===== config.mk =====
export PLATFORM = sky130hd
export DESIGN_NAME = vectored_interrupt_ctrl_regs
export DESIGN_NICKNAME = d
export VERILOG_FILES = /design/src/design/vic_pkg.sv /design/src/design/vectored_interrupt_ctrl_regs.sv
export SDC_FILE = /design/constraint.sdc
export NUM_CORES = 2
export LEC_CHECK = 0
export ABC_AREA = 1
export BUFFER_PORTS_ARGS = -buffer_cell sky130_fd_sc_hd__buf_2
export CORE_ASPECT_RATIO = 2
export CORE_MARGIN = 2
export CORE_UTILIZATION = 55
export CTS_CLUSTER_DIAMETER = 200
export DETAILED_ROUTE_END_ITERATION = 12
export PLACE_DENSITY_LB_ADDON = 0.2
export SETUP_SLACK_MARGIN = 0.4
export SYNTH_ARGS = -nofsm -noshare
export SYNTH_HDL_FRONTEND = slang
export SYNTH_SLANG_ARGS = --single-unit

===== constraint.sdc =====
create_clock -name i_clk -period 65.8 [get_ports i_clk]
set_input_delay 3.29 -clock i_clk [delete_from_list [all_inputs] [get_ports i_clk]]
set_output_delay 3.29 -clock i_clk [all_outputs]
set_load 0.05 [all_outputs]

===== src/design/vic_pkg.sv =====
package vic_pkg;

  // ---------------------------------------------
  // register map, byte addresses
  // ---------------------------------------------
  localparam int ADDR_W = 12;
  localparam logic [11:0] OFS_EN_SET_LO = 12'h100;
  localparam logic [11:0] OFS_EN_SET_HI = 12'h104;
  localparam logic [11:0] OFS_EN_CLR_LO = 12'h180;
  localparam logic [11:0] OFS_EN_CLR_HI = 12'h184;
  localparam logic [11:0] OFS_PEND_SET_LO = 12'h200;
  localparam logic [11:0] OFS_PEND_SET_HI = 12'h204;
  localparam logic [11:0] OFS_PEND_CLR_LO = 12'h280;
  localparam logic [11:0] OFS_PEND_CLR_HI = 12'h284;
  localparam logic [11:0] OFS_ACTIVE_LO = 12'h300;
  localparam logic [11:0] OFS_ACTIVE_HI = 12'h304;
  localparam logic [11:0] OFS_PRIO_BASE = 12'h400;
  localparam logic [11:0] OFS_SYS_CTRL = 12'hD10;

  // ---------------------------------------------
  // interrupt numbering and fields
  // ---------------------------------------------
  localparam int NUM_IRQ = 36;
  localparam int IRQ_FIRST = 12;
  localparam int LO_FIELD_LSB = 12;
  localparam int HI_FIELD_W = 4;
  localparam int NUM_PRIO_SLOTS = 256;
  localparam int PRIO_WORDS = 64;
  localparam int NEST_LEVELS = 2;
  localparam logic [3:0] PRIO_RESET = 4'h0;

  // ---------------------------------------------
  // system control bit positions and reset
  // ---------------------------------------------
  localparam int SC_SYS_RESET = 31;
  localparam int SC_DEADLOCK = 6;
  localparam int SC_RAISE_EVENT = 5;
  localparam int SC_WAKE_ANY = 4;
  localparam int SC_WFI_AS_WFE = 3;
  localparam int SC_DEEP = 2;
  localparam int SC_SLEEP_EXIT = 1;
  localparam logic SC_BIT_RESET = 1'b0;

  typedef enum logic [1:0] {
    PWR_AWAKE,
    PWR_WAIT_IRQ,
    PWR_WAIT_EVT
  } power_state_t;

  // write data to per-interrupt vector (bit n = interrupt n)
  function automatic logic [NUM_IRQ-1:0] field_to_vec(input logic hi, input logic [31:0] d);
    field_to_vec = hi ? {d[3:0], 32'h0000_0000} : {4'h0, d[31:12], 12'h000};
  endfunction

  // per-interrupt vector to read data, reserved bits zero
  function automatic logic [31:0] vec_to_field(input logic hi, input logic [NUM_IRQ-1:0] v);
    vec_to_field = hi ? {28'h000_0000, v[35:32]} : {v[31:12], 12'h000};
  endfunction

endpackage


===== src/design/vectored_interrupt_ctrl_regs.sv =====
`timescale 1ns/1ps

// Summary of operation
// - writing 1 to upper disable field clears enable of interrupts 32 and up
// - writing 1 to lower pending-set field pends interrupts 31 and below
// - writing 1 to upper pending-set field pends interrupts 32 and up
// - writing 1 to lower pending-clear field unpends interrupts 31 and below
// - writing 1 to upper pending-clear field unpends interrupts 32 and up
// - lower active field reads 1 while that interrupt is serviced
// - upper active field reads 1 while that interrupt is serviced
// - priority storage holds one 8-bit slot for each of 256 interrupts
// - four slots per word, interrupt n in byte n mod 4 of word n/4
// - only the upper nibble is stored; lower nibble reads zero
// - smaller priority value is the more urgent request
// - two nesting levels only; second-level handler is never preempted
// - writing 1 to bit 31 causes a system reset pulse; self-clearing
// - bit 6 at 0 enables deadlock handling, at 1 disables it
// - writing 1 to bit 5 raises a wake event
// - bit 4 set lets any pending interrupt wake event wait
// - a wake event while not waiting is remembered for next wait
// - bit 3 set makes wait-for-interrupt behave as event wait
// - bit 2 selects deep sleep when 1, ordinary sleep when 0
// - bit 1 set enters low power after returning from the last handler
// - writing 1 to lower enable field enables interrupts 31 and below
// - writing 1 to upper enable field enables interrupts 32 and up
// - writing 1 to lower disable field disables interrupts 31 and below
module vectored_interrupt_ctrl_regs
  import vic_pkg::*;
(
  input wire logic i_clk, // system clock
  input wire logic i_rst, // synchronous reset, active high
  input wire logic [ADDR_W-1:0] i_addr, // register byte address
  input wire logic [31:0] i_wdata, // write data
  input wire logic i_wr, // write strobe
  input wire logic i_rd, // read strobe
  output logic [31:0] o_rdata, // read data, cycle after i_rd
  input wire logic [NUM_IRQ-1:0] i_irq_line, // peripheral lines, rising edge pends
  input wire logic i_event, // external wake event pulse
  input wire logic i_irq_ack, // core enters offered interrupt
  input wire logic i_irq_ret, // core returns from handler
  input wire logic i_wfi, // core executes wait-for-interrupt
  input wire logic i_wfe, // core executes wait-for-event
  output logic o_irq_req, // interrupt offered to core
  output logic [7:0] o_irq_num, // offered interrupt number
  output logic [1:0] o_nest_depth, // handlers in progress
  output logic o_sleep, // core held in low power
  output logic o_sleep_deep, // low power is deep sleep
  output logic o_wake, // wait completes, one cycle
  output logic o_sys_reset, // system reset pulse
  output logic o_deadlock_off // deadlock handling disabled
);

  // ---------------------------------------------
  // state
  // ---------------------------------------------
  logic [NUM_IRQ-1:0] irq_enable;
  logic [NUM_IRQ-1:0] irq_pending;
  logic [NUM_IRQ-1:0] irq_active;
  logic [NUM_IRQ-1:0] line_q;
  logic [3:0] prio_mem [NUM_PRIO_SLOTS];
  logic [7:0] stack_num [NEST_LEVELS];
  logic [3:0] stack_prio [NEST_LEVELS];
  logic [1:0] depth;
  logic deadlock_off;
  logic wake_any_pending;
  logic wfi_as_wfe;
  logic deep_select;
  logic sleep_after_handler;
  logic event_flag;
  power_state_t pwr_state;
  power_state_t next_pwr_state;

  // ---------------------------------------------
  // address decode
  // ---------------------------------------------
  wire wr_en_set_lo = i_wr && (i_addr == OFS_EN_SET_LO);
  wire wr_en_set_hi = i_wr && (i_addr == OFS_EN_SET_HI);
  wire wr_en_clr_lo = i_wr && (i_addr == OFS_EN_CLR_LO);
  wire wr_en_clr_hi = i_wr && (i_addr == OFS_EN_CLR_HI);
  wire wr_pset_lo = i_wr && (i_addr == OFS_PEND_SET_LO);
  wire wr_pset_hi = i_wr && (i_addr == OFS_PEND_SET_HI);
  wire wr_pclr_lo = i_wr && (i_addr == OFS_PEND_CLR_LO);
  wire wr_pclr_hi = i_wr && (i_addr == OFS_PEND_CLR_HI);
  wire wr_sys = i_wr && (i_addr == OFS_SYS_CTRL);
  wire prio_hit = (i_addr[11:8] == OFS_PRIO_BASE[11:8]) && (i_addr[1:0] == 2'b00);
  wire wr_prio = i_wr && prio_hit;
  wire [5:0] prio_word = i_addr[7:2];

  // ---------------------------------------------
  // enable set and clear
  // ---------------------------------------------
  // lower and upper enable set
  wire [NUM_IRQ-1:0] en_set =
    (wr_en_set_lo ? field_to_vec(1'b0, i_wdata) : '0) |
    (wr_en_set_hi ? field_to_vec(1'b1, i_wdata) : '0);
  wire [NUM_IRQ-1:0] en_clr =
    (wr_en_clr_lo ? field_to_vec(1'b0, i_wdata) : '0) |
    (wr_en_clr_hi ? field_to_vec(1'b1, i_wdata) : '0);
  wire [NUM_IRQ-1:0] next_enable = (irq_enable & ~en_clr) | en_set;

  // ---------------------------------------------
  // pending set and clear
  // ---------------------------------------------
  // lower and upper pending set
  wire [NUM_IRQ-1:0] sw_pset =
    (wr_pset_lo ? field_to_vec(1'b0, i_wdata) : '0) |
    (wr_pset_hi ? field_to_vec(1'b1, i_wdata) : '0);
  wire [NUM_IRQ-1:0] sw_pclr =
    (wr_pclr_lo ? field_to_vec(1'b0, i_wdata) : '0) |
    (wr_pclr_hi ? field_to_vec(1'b1, i_wdata) : '0);
  wire [NUM_IRQ-1:0] hw_rise = i_irq_line & ~line_q;
  wire [NUM_IRQ-1:0] ack_vec = i_irq_ack ? (NUM_IRQ'(1) << o_irq_num) : '0;
  wire [NUM_IRQ-1:0] next_pending =
    (irq_pending & ~sw_pclr & ~ack_vec) | sw_pset | hw_rise;

  // ---------------------------------------------
  // arbitration
  // ---------------------------------------------
  logic cand_valid;
  logic [7:0] cand_num;
  logic [3:0] cand_prio;

  // lowest value wins, ties to lowest number
  always_comb begin
    cand_valid = 1'b0;
    cand_num = 8'h00;
    cand_prio = 4'hF;
    for (int n = IRQ_FIRST; n < NUM_IRQ; n++) begin
      if (irq_pending[n] && irq_enable[n] && (!cand_valid || prio_mem[n] < cand_prio)) begin
        cand_valid = 1'b1;
        cand_num = 8'(n);
        cand_prio = prio_mem[n];
      end
    end
  end

  wire [3:0] run_prio = stack_prio[0];
  wire may_preempt = (depth == 2'd0) || ((depth == 2'd1) && (cand_prio < run_prio));
  // offer when idle, or at depth 1 when it beats the running level
  wire next_req = cand_valid && may_preempt && !i_irq_ack && !i_irq_ret;

  // ---------------------------------------------
  // nesting stack and active bits
  // ---------------------------------------------
  wire do_push = i_irq_ack && o_irq_req && (depth < 2'(NEST_LEVELS));
  wire do_pop = i_irq_ret && (depth != 2'd0);
  wire [0:0] top_idx = 1'(depth - 2'd1);
  wire [NUM_IRQ-1:0] push_vec = do_push ? (NUM_IRQ'(1) << o_irq_num) : '0;
  wire [NUM_IRQ-1:0] pop_vec = do_pop ? (NUM_IRQ'(1) << stack_num[top_idx]) : '0;
  wire [NUM_IRQ-1:0] next_active = (irq_active & ~pop_vec) | push_vec;

  always_ff @(posedge i_clk) begin
    if (i_rst) begin
      depth <= 2'd0;
      for (int k = 0; k < NEST_LEVELS; k++) begin
        stack_num[k] <= 8'h00;
        stack_prio[k] <= PRIO_RESET;
      end
    end else if (do_push) begin
      stack_num[depth[0]] <= o_irq_num;
      stack_prio[depth[0]] <= prio_mem[o_irq_num];
      depth <= depth + 2'd1;
    end else if (do_pop) begin
      depth <= depth - 2'd1;
    end
  end

  // ---------------------------------------------
  // interrupt vectors
  // ---------------------------------------------
  always_ff @(posedge i_clk) begin
    if (i_rst) begin
      irq_enable <= '0;
      irq_pending <= '0;
      irq_active <= '0;
      line_q <= '0;
    end else begin
      irq_enable <= next_enable;
      irq_pending <= next_pending;
      irq_active <= next_active;
      line_q <= i_irq_line;
    end
  end

  // ---------------------------------------------
  // priority slots
  // ---------------------------------------------
  // 256 slots
  always_ff @(posedge i_clk) begin
    if (i_rst) begin
      for (int s = 0; s < NUM_PRIO_SLOTS; s++) begin
        prio_mem[s] <= PRIO_RESET;
      end
    end else if (wr_prio) begin
      for (int b = 0; b < 4; b++) begin
        prio_mem[{prio_word, 2'(b)}] <= i_wdata[8*b+4 +: 4];
      end
    end
  end

  wire [31:0] prio_rd = {
    prio_mem[{prio_word, 2'd3}], 4'h0,
    prio_mem[{prio_word, 2'd2}], 4'h0,
    prio_mem[{prio_word, 2'd1}], 4'h0,
    prio_mem[{prio_word, 2'd0}], 4'h0};

  // ---------------------------------------------
  // system control
  // ---------------------------------------------
  // set-event write raises an event
  wire evt_now = (wr_sys && i_wdata[SC_RAISE_EVENT]) || i_event;

  always_ff @(posedge i_clk) begin
    if (i_rst) begin
      deadlock_off <= SC_BIT_RESET;
      wake_any_pending <= SC_BIT_RESET;
      wfi_as_wfe <= SC_BIT_RESET;
      deep_select <= SC_BIT_RESET;
      sleep_after_handler <= SC_BIT_RESET;
      o_sys_reset <= 1'b0;
    end else begin
      o_sys_reset <= wr_sys && i_wdata[SC_SYS_RESET];
      if (wr_sys) begin
        deadlock_off <= i_wdata[SC_DEADLOCK];
        wake_any_pending <= i_wdata[SC_WAKE_ANY];
        wfi_as_wfe <= i_wdata[SC_WFI_AS_WFE];
        deep_select <= i_wdata[SC_DEEP];
        sleep_after_handler <= i_wdata[SC_SLEEP_EXIT];
      end
    end
  end

  wire [31:0] sys_rd = {
    24'h00_0000, 1'b0, deadlock_off, 1'b0, wake_any_pending,
    wfi_as_wfe, deep_select, sleep_after_handler, 1'b0};

  // ---------------------------------------------
  // wait and sleep control
  // ---------------------------------------------
  wire irq_wake = |(irq_pending & irq_enable);
  // any pending, even disabled, when selected
  wire pend_wake = wake_any_pending ? |irq_pending : irq_wake;
  wire evt_wake = event_flag || evt_now || pend_wake;
  wire wait_evt = i_wfe || (i_wfi && wfi_as_wfe);
  wire wait_irq = i_wfi && !wfi_as_wfe;
  // low power after last handler returns
  wire exit_sleep = do_pop && (depth == 2'd1) && sleep_after_handler;
  logic wake_now;
  logic consume_evt;

  always_comb begin
    next_pwr_state = pwr_state;
    wake_now = 1'b0;
    consume_evt = 1'b0;
    unique case (pwr_state)
      PWR_AWAKE: begin
        if (wait_evt) begin
          // remembered event completes wait at once
          if (evt_wake) begin
            wake_now = 1'b1;
            consume_evt = 1'b1;
          end else begin
            next_pwr_state = PWR_WAIT_EVT;
          end
        end else if (wait_irq) begin
          if (irq_wake) begin
            wake_now = 1'b1;
          end else begin
            next_pwr_state = PWR_WAIT_IRQ;
          end
        end else if (exit_sleep) begin
          next_pwr_state = PWR_WAIT_IRQ;
        end
      end
      PWR_WAIT_IRQ: begin
        if (irq_wake) begin
          wake_now = 1'b1;
          next_pwr_state = PWR_AWAKE;
        end
      end
      PWR_WAIT_EVT: begin
        if (evt_wake) begin
          wake_now = 1'b1;
          consume_evt = 1'b1;
          next_pwr_state = PWR_AWAKE;
        end
      end
    endcase
  end

  // event arriving while a wait is consumed does not linger
  wire next_event_flag = consume_evt ? 1'b0 : (event_flag || evt_now);
  wire next_deep = (next_pwr_state != PWR_AWAKE) && deep_select;

  always_ff @(posedge i_clk) begin
    if (i_rst) begin
      pwr_state <= PWR_AWAKE;
      event_flag <= 1'b0;
      o_sleep <= 1'b0;
      o_sleep_deep <= 1'b0;
      o_wake <= 1'b0;
    end else begin
      pwr_state <= next_pwr_state;
      event_flag <= next_event_flag;
      o_sleep <= next_pwr_state != PWR_AWAKE;
      o_sleep_deep <= next_deep;
      o_wake <= wake_now;
    end
  end

  // ---------------------------------------------
  // core request outputs
  // ---------------------------------------------
  always_ff @(posedge i_clk) begin
    if (i_rst) begin
      o_irq_req <= 1'b0;
      o_irq_num <= 8'h00;
      o_nest_depth <= 2'd0;
      o_deadlock_off <= 1'b0;
    end else begin
      o_irq_req <= next_req;
      o_irq_num <= next_req ? cand_num : o_irq_num;
      o_nest_depth <= do_push ? depth + 2'd1 : (do_pop ? depth - 2'd1 : depth);
      o_deadlock_off <= wr_sys ? i_wdata[SC_DEADLOCK] : deadlock_off;
    end
  end

  // ---------------------------------------------
  // read path
  // ---------------------------------------------
  // write-only and unmapped read zero
  wire [31:0] rd_mux =
    (i_addr == OFS_ACTIVE_LO) ? vec_to_field(1'b0, irq_active) :
    (i_addr == OFS_ACTIVE_HI) ? vec_to_field(1'b1, irq_active) :
    (i_addr == OFS_SYS_CTRL) ? sys_rd :
    prio_hit ? prio_rd : 32'h0000_0000;

  always_ff @(posedge i_clk) begin
    if (i_rst) begin
      o_rdata <= 32'h0000_0000;
    end else begin
      o_rdata <= i_rd ? rd_mux : 32'h0000_0000;
    end
  end

endmodule // vectored_interrupt_ctrl_regs


==> impl_metrics.tcl <==
set metrics [dict create \
    fmax_mhz 38.2 \
    drc_errors 0 \
    yosys.cell_types.count 50 \
    crit_arrival_ns 26.85 \
    synthFlopType "edfxtp_1" \
    cts_resized 0 \
    rows 168 \
    drive_gt1_share_pct 7.97 \
    ys_seq_area_share_pct 60.1 \
    drtIter0Drc 6427 \
    cts_buffers 105 \
    cts.htree.levels 3 \
    die_h_um 462 \
    ys_ff_latch 1215 \
    final_antenna_net_count 0 \
    required_ns 66.44 \
    synth_area_per_cell_um2 9.32 \
    whs_ns 0.431 \
    hpwl_um 133000 \
    cts_tree "built" \
    worst-setup-path-type "reg2reg" \
    firstDrtPassIters 7 \
    io_pins 137 \
    coreArea_um2 104000 \
    fin_skew_ns 0.0274 \
    worstSkewPairLatency_ns 0.75 \
    crit_path_end_kind "register" \
    critPathMaxStageDelay_ns 0.51 \
    final_cells 7512 \
    vias 48400 \
    finalPower_w 0.00168 \
    cts_hold_buf 0 \
    placed_cells 7306 \
    cts_setup_buffers 0 \
    dieWidth_um 233 \
    syn_inst 6204 \
    irDropWorstVdd_uv 23.5 \
    dp_slack_ns 39.69 \
    finalSetupTns_ns 0 \
    wl_um 207000 \
    rsz0062_at_grt "false" \
    portBuffers 126 \
    synth_edf_count 1040 \
    crit_path_top_delay_cell "dfxtp_1" \
    grt_max_degree 135 \
    numClockSinks 1215 \
    setup_violations 0 \
    p_per_area_nw_per_um2 26.8 \
    ctsRootBufferMaster "clkbuf_16" \
    track_usage_pct 38.1 \
    synthToLayoutAreaGrowth_pct 8.42 \
    finalHoldViolCount 0 \
    path_max_fanout 13 \
    status "finished, violations left" \
    clk_path_buf_depth 3 \
    num-nets-final 6181 \
    place_congestion 1.02 \
    avgRoutedWirePerCell_um 27.6 \
    async_reset_ff_share_pct 0 \
    yosysWarnings 0 \
    cp_common_cell "nand2_1" \
    grt_pass1_wl_um 297000 \
    hold_start "line_q[4]" \
    grt_pass1_vias 45900 \
    r2r_start "irq_pending[12]" \
    antenna_found_initial 12 \
    drv_cap 1 \
    fin_crit_sh_pct 39.8 \
    worst-path-buf-inv 36 \
    via_per_inst 6.45 \
    clkSlewWorstSetupHoldPaths_ns 0.08 \
    setup_slack_ns 39.59 \
    hp-class "reg2reg" \
    startpoint "irq_pending[12]" \
    tightest_slew_ns 1.53 \
    worst_setup_path_start_kind "register" \
    cp_top_family "compound AO/OA/AOI/OAI gates" \
    violations "max-capacitance violations, max-slew violations" \
    grt-ovfl-total 0 \
    finalCriticalPeriod_ns 26.21 \
    initial_core_util_pct 55.3 \
    slew_headroom_pct -3.15 \
    die-area_um2 108000 \
    slew_viol_final 2 \
    netlist_area_um2 57800 \
    power_leakage_nw 23.7 \
]
## stage by stage
stage               utilization, %  instance area [µm²]
floorplan                        -                57800
global placement              56.5                59000
detailed placement            56.5                59000
CTS                           59.9                62600
global route                  60.0                62700
finish                        60.0                62700
## cell usage after synthesis (47+ instances only)
library cell	n	area share [%]
a21oi_1	185	1.6
a221oi_1	113	1.7
a22oi_1	115	1.5
a31oi_1	68	0.74
clkbuf_1	421	2.7
dfxtp_1	175	6.1
edfxtp_1	1040	54
inv_1	374	2.4
nand2_1	738	4.8
nand2_2	48	0.52
nand3_1	246	2.1
nor2_1	1542	10
o211ai_1	60	0.78
o21ai_0	716	6.2
o221ai_1	48	0.73
o22ai_1	47	0.51
## flip-flops by register name, summed over array words and instances (netlist names), 2 cells and up, named ones only
name	flops
line_q	36
irq_pending	36
stack_num	12
irq_enable	24
stack_prio	4
irq_active	24
prio_mem	1024
o_rdata	28
pwr_state	2
o_nest_depth	2
o_irq_num	6
## logic make-up (layout without fill, tap and decap cells)
| logic type | count (synthesis) | count (layout) | share of synthesized area [%] |
|---|---|---|---|
| other | 1 | 13 | 0.00649 |
| adder cells (fa/ha/maj) | 37 | 37 | 0.801 |
| flip-flops | 1215 | 1215 | 60.1 |
| buffers and inverters | 858 | 794 | 5.66 |
| AO/OA/AOI/OAI | 1407 | 1407 | 14.6 |
| AND/OR/NAND/NOR | 2685 | 2685 | 18.9 |
| XOR/XNOR | 1 | 1 | 0.0152 |
## worst register-to-register path, delay by kind of cell (launching register included)
| kind | cells | cell delay (ns) |
|---|---|---|
| compound gates | 45 | 8.14 |
| fa+ha+maj | 24 | 7.42 |
| buf+inv | 36 | 2.00 |
| flops | 1 | 0.51 |
| simple gates | 84 | 8.12 |
## report_power, final
group          switching, W  internal, W  total (W)
Clock              0.000299     0.000358   0.000657
Combinational      0.000108    0.0000284   0.000136
Sequential        0.0000155     0.000869   0.000885
Total              0.000422      0.00126    0.00168
## routing by layer
| layer | track usage (%) | wire length (µm) | up-vias |
|---|---|---|---|
| met5 | 0 | 50 | - |
| met4 | 36.3 | 24200 | 8 |
| met3 | 8.34 | 20600 | 906 |
| met2 | 62.9 | 100000 | 3200 |
| met1 | 39.6 | 62300 | 23100 |
| li1 | - | - | 21200 |
## worst paths after layout
path	endpoint	slack (ns)	depth (start not counted)
worst min register to register	irq_pending[4]	0.43	1
worst max-delay path	register	39.59	189
worst max register to register	register	39.59	189
worst min-delay path	irq_pending[4]	0.43	1
## final cells by class
cell class / instances / area (µm²)
tap: 1360 / 1700
fill: 8803 / 41800
antenna: 7 / 17.5
clock inverter: 69 / 763
inverter: 400 / 1530
timing repair buffer: 197 / 1220
clock buffer: 128 / 2830
multi-input combinational: 4136 / 19900
sequential: 1215 / 34700
## cells in the final DEF (no fill, tap or decap), drive strengths merged, types with 2 or more instances in the layout
cell type     n
inv         374
o21bai       19
dfxtp       175
nor2       1544
ha           37
o221ai       48
diode         7
clkinv       78
a221o         4
nand2       810
or2           9
a22oi       115
conb          6
a32o         12
a2111oi       4
clkbuf      130
nand4         9
o22ai        47
buf         195
bufinv       13
clkinvlp      4
nand3b        3
nor3         29
o41ai         2
a21oi       191
a221oi      113
o211ai       60
o21ai       717
edfxtp     1040
nand3       249
a31oi        68
nor4         30
Note: power is estimated with default switching activity, not from simulation.
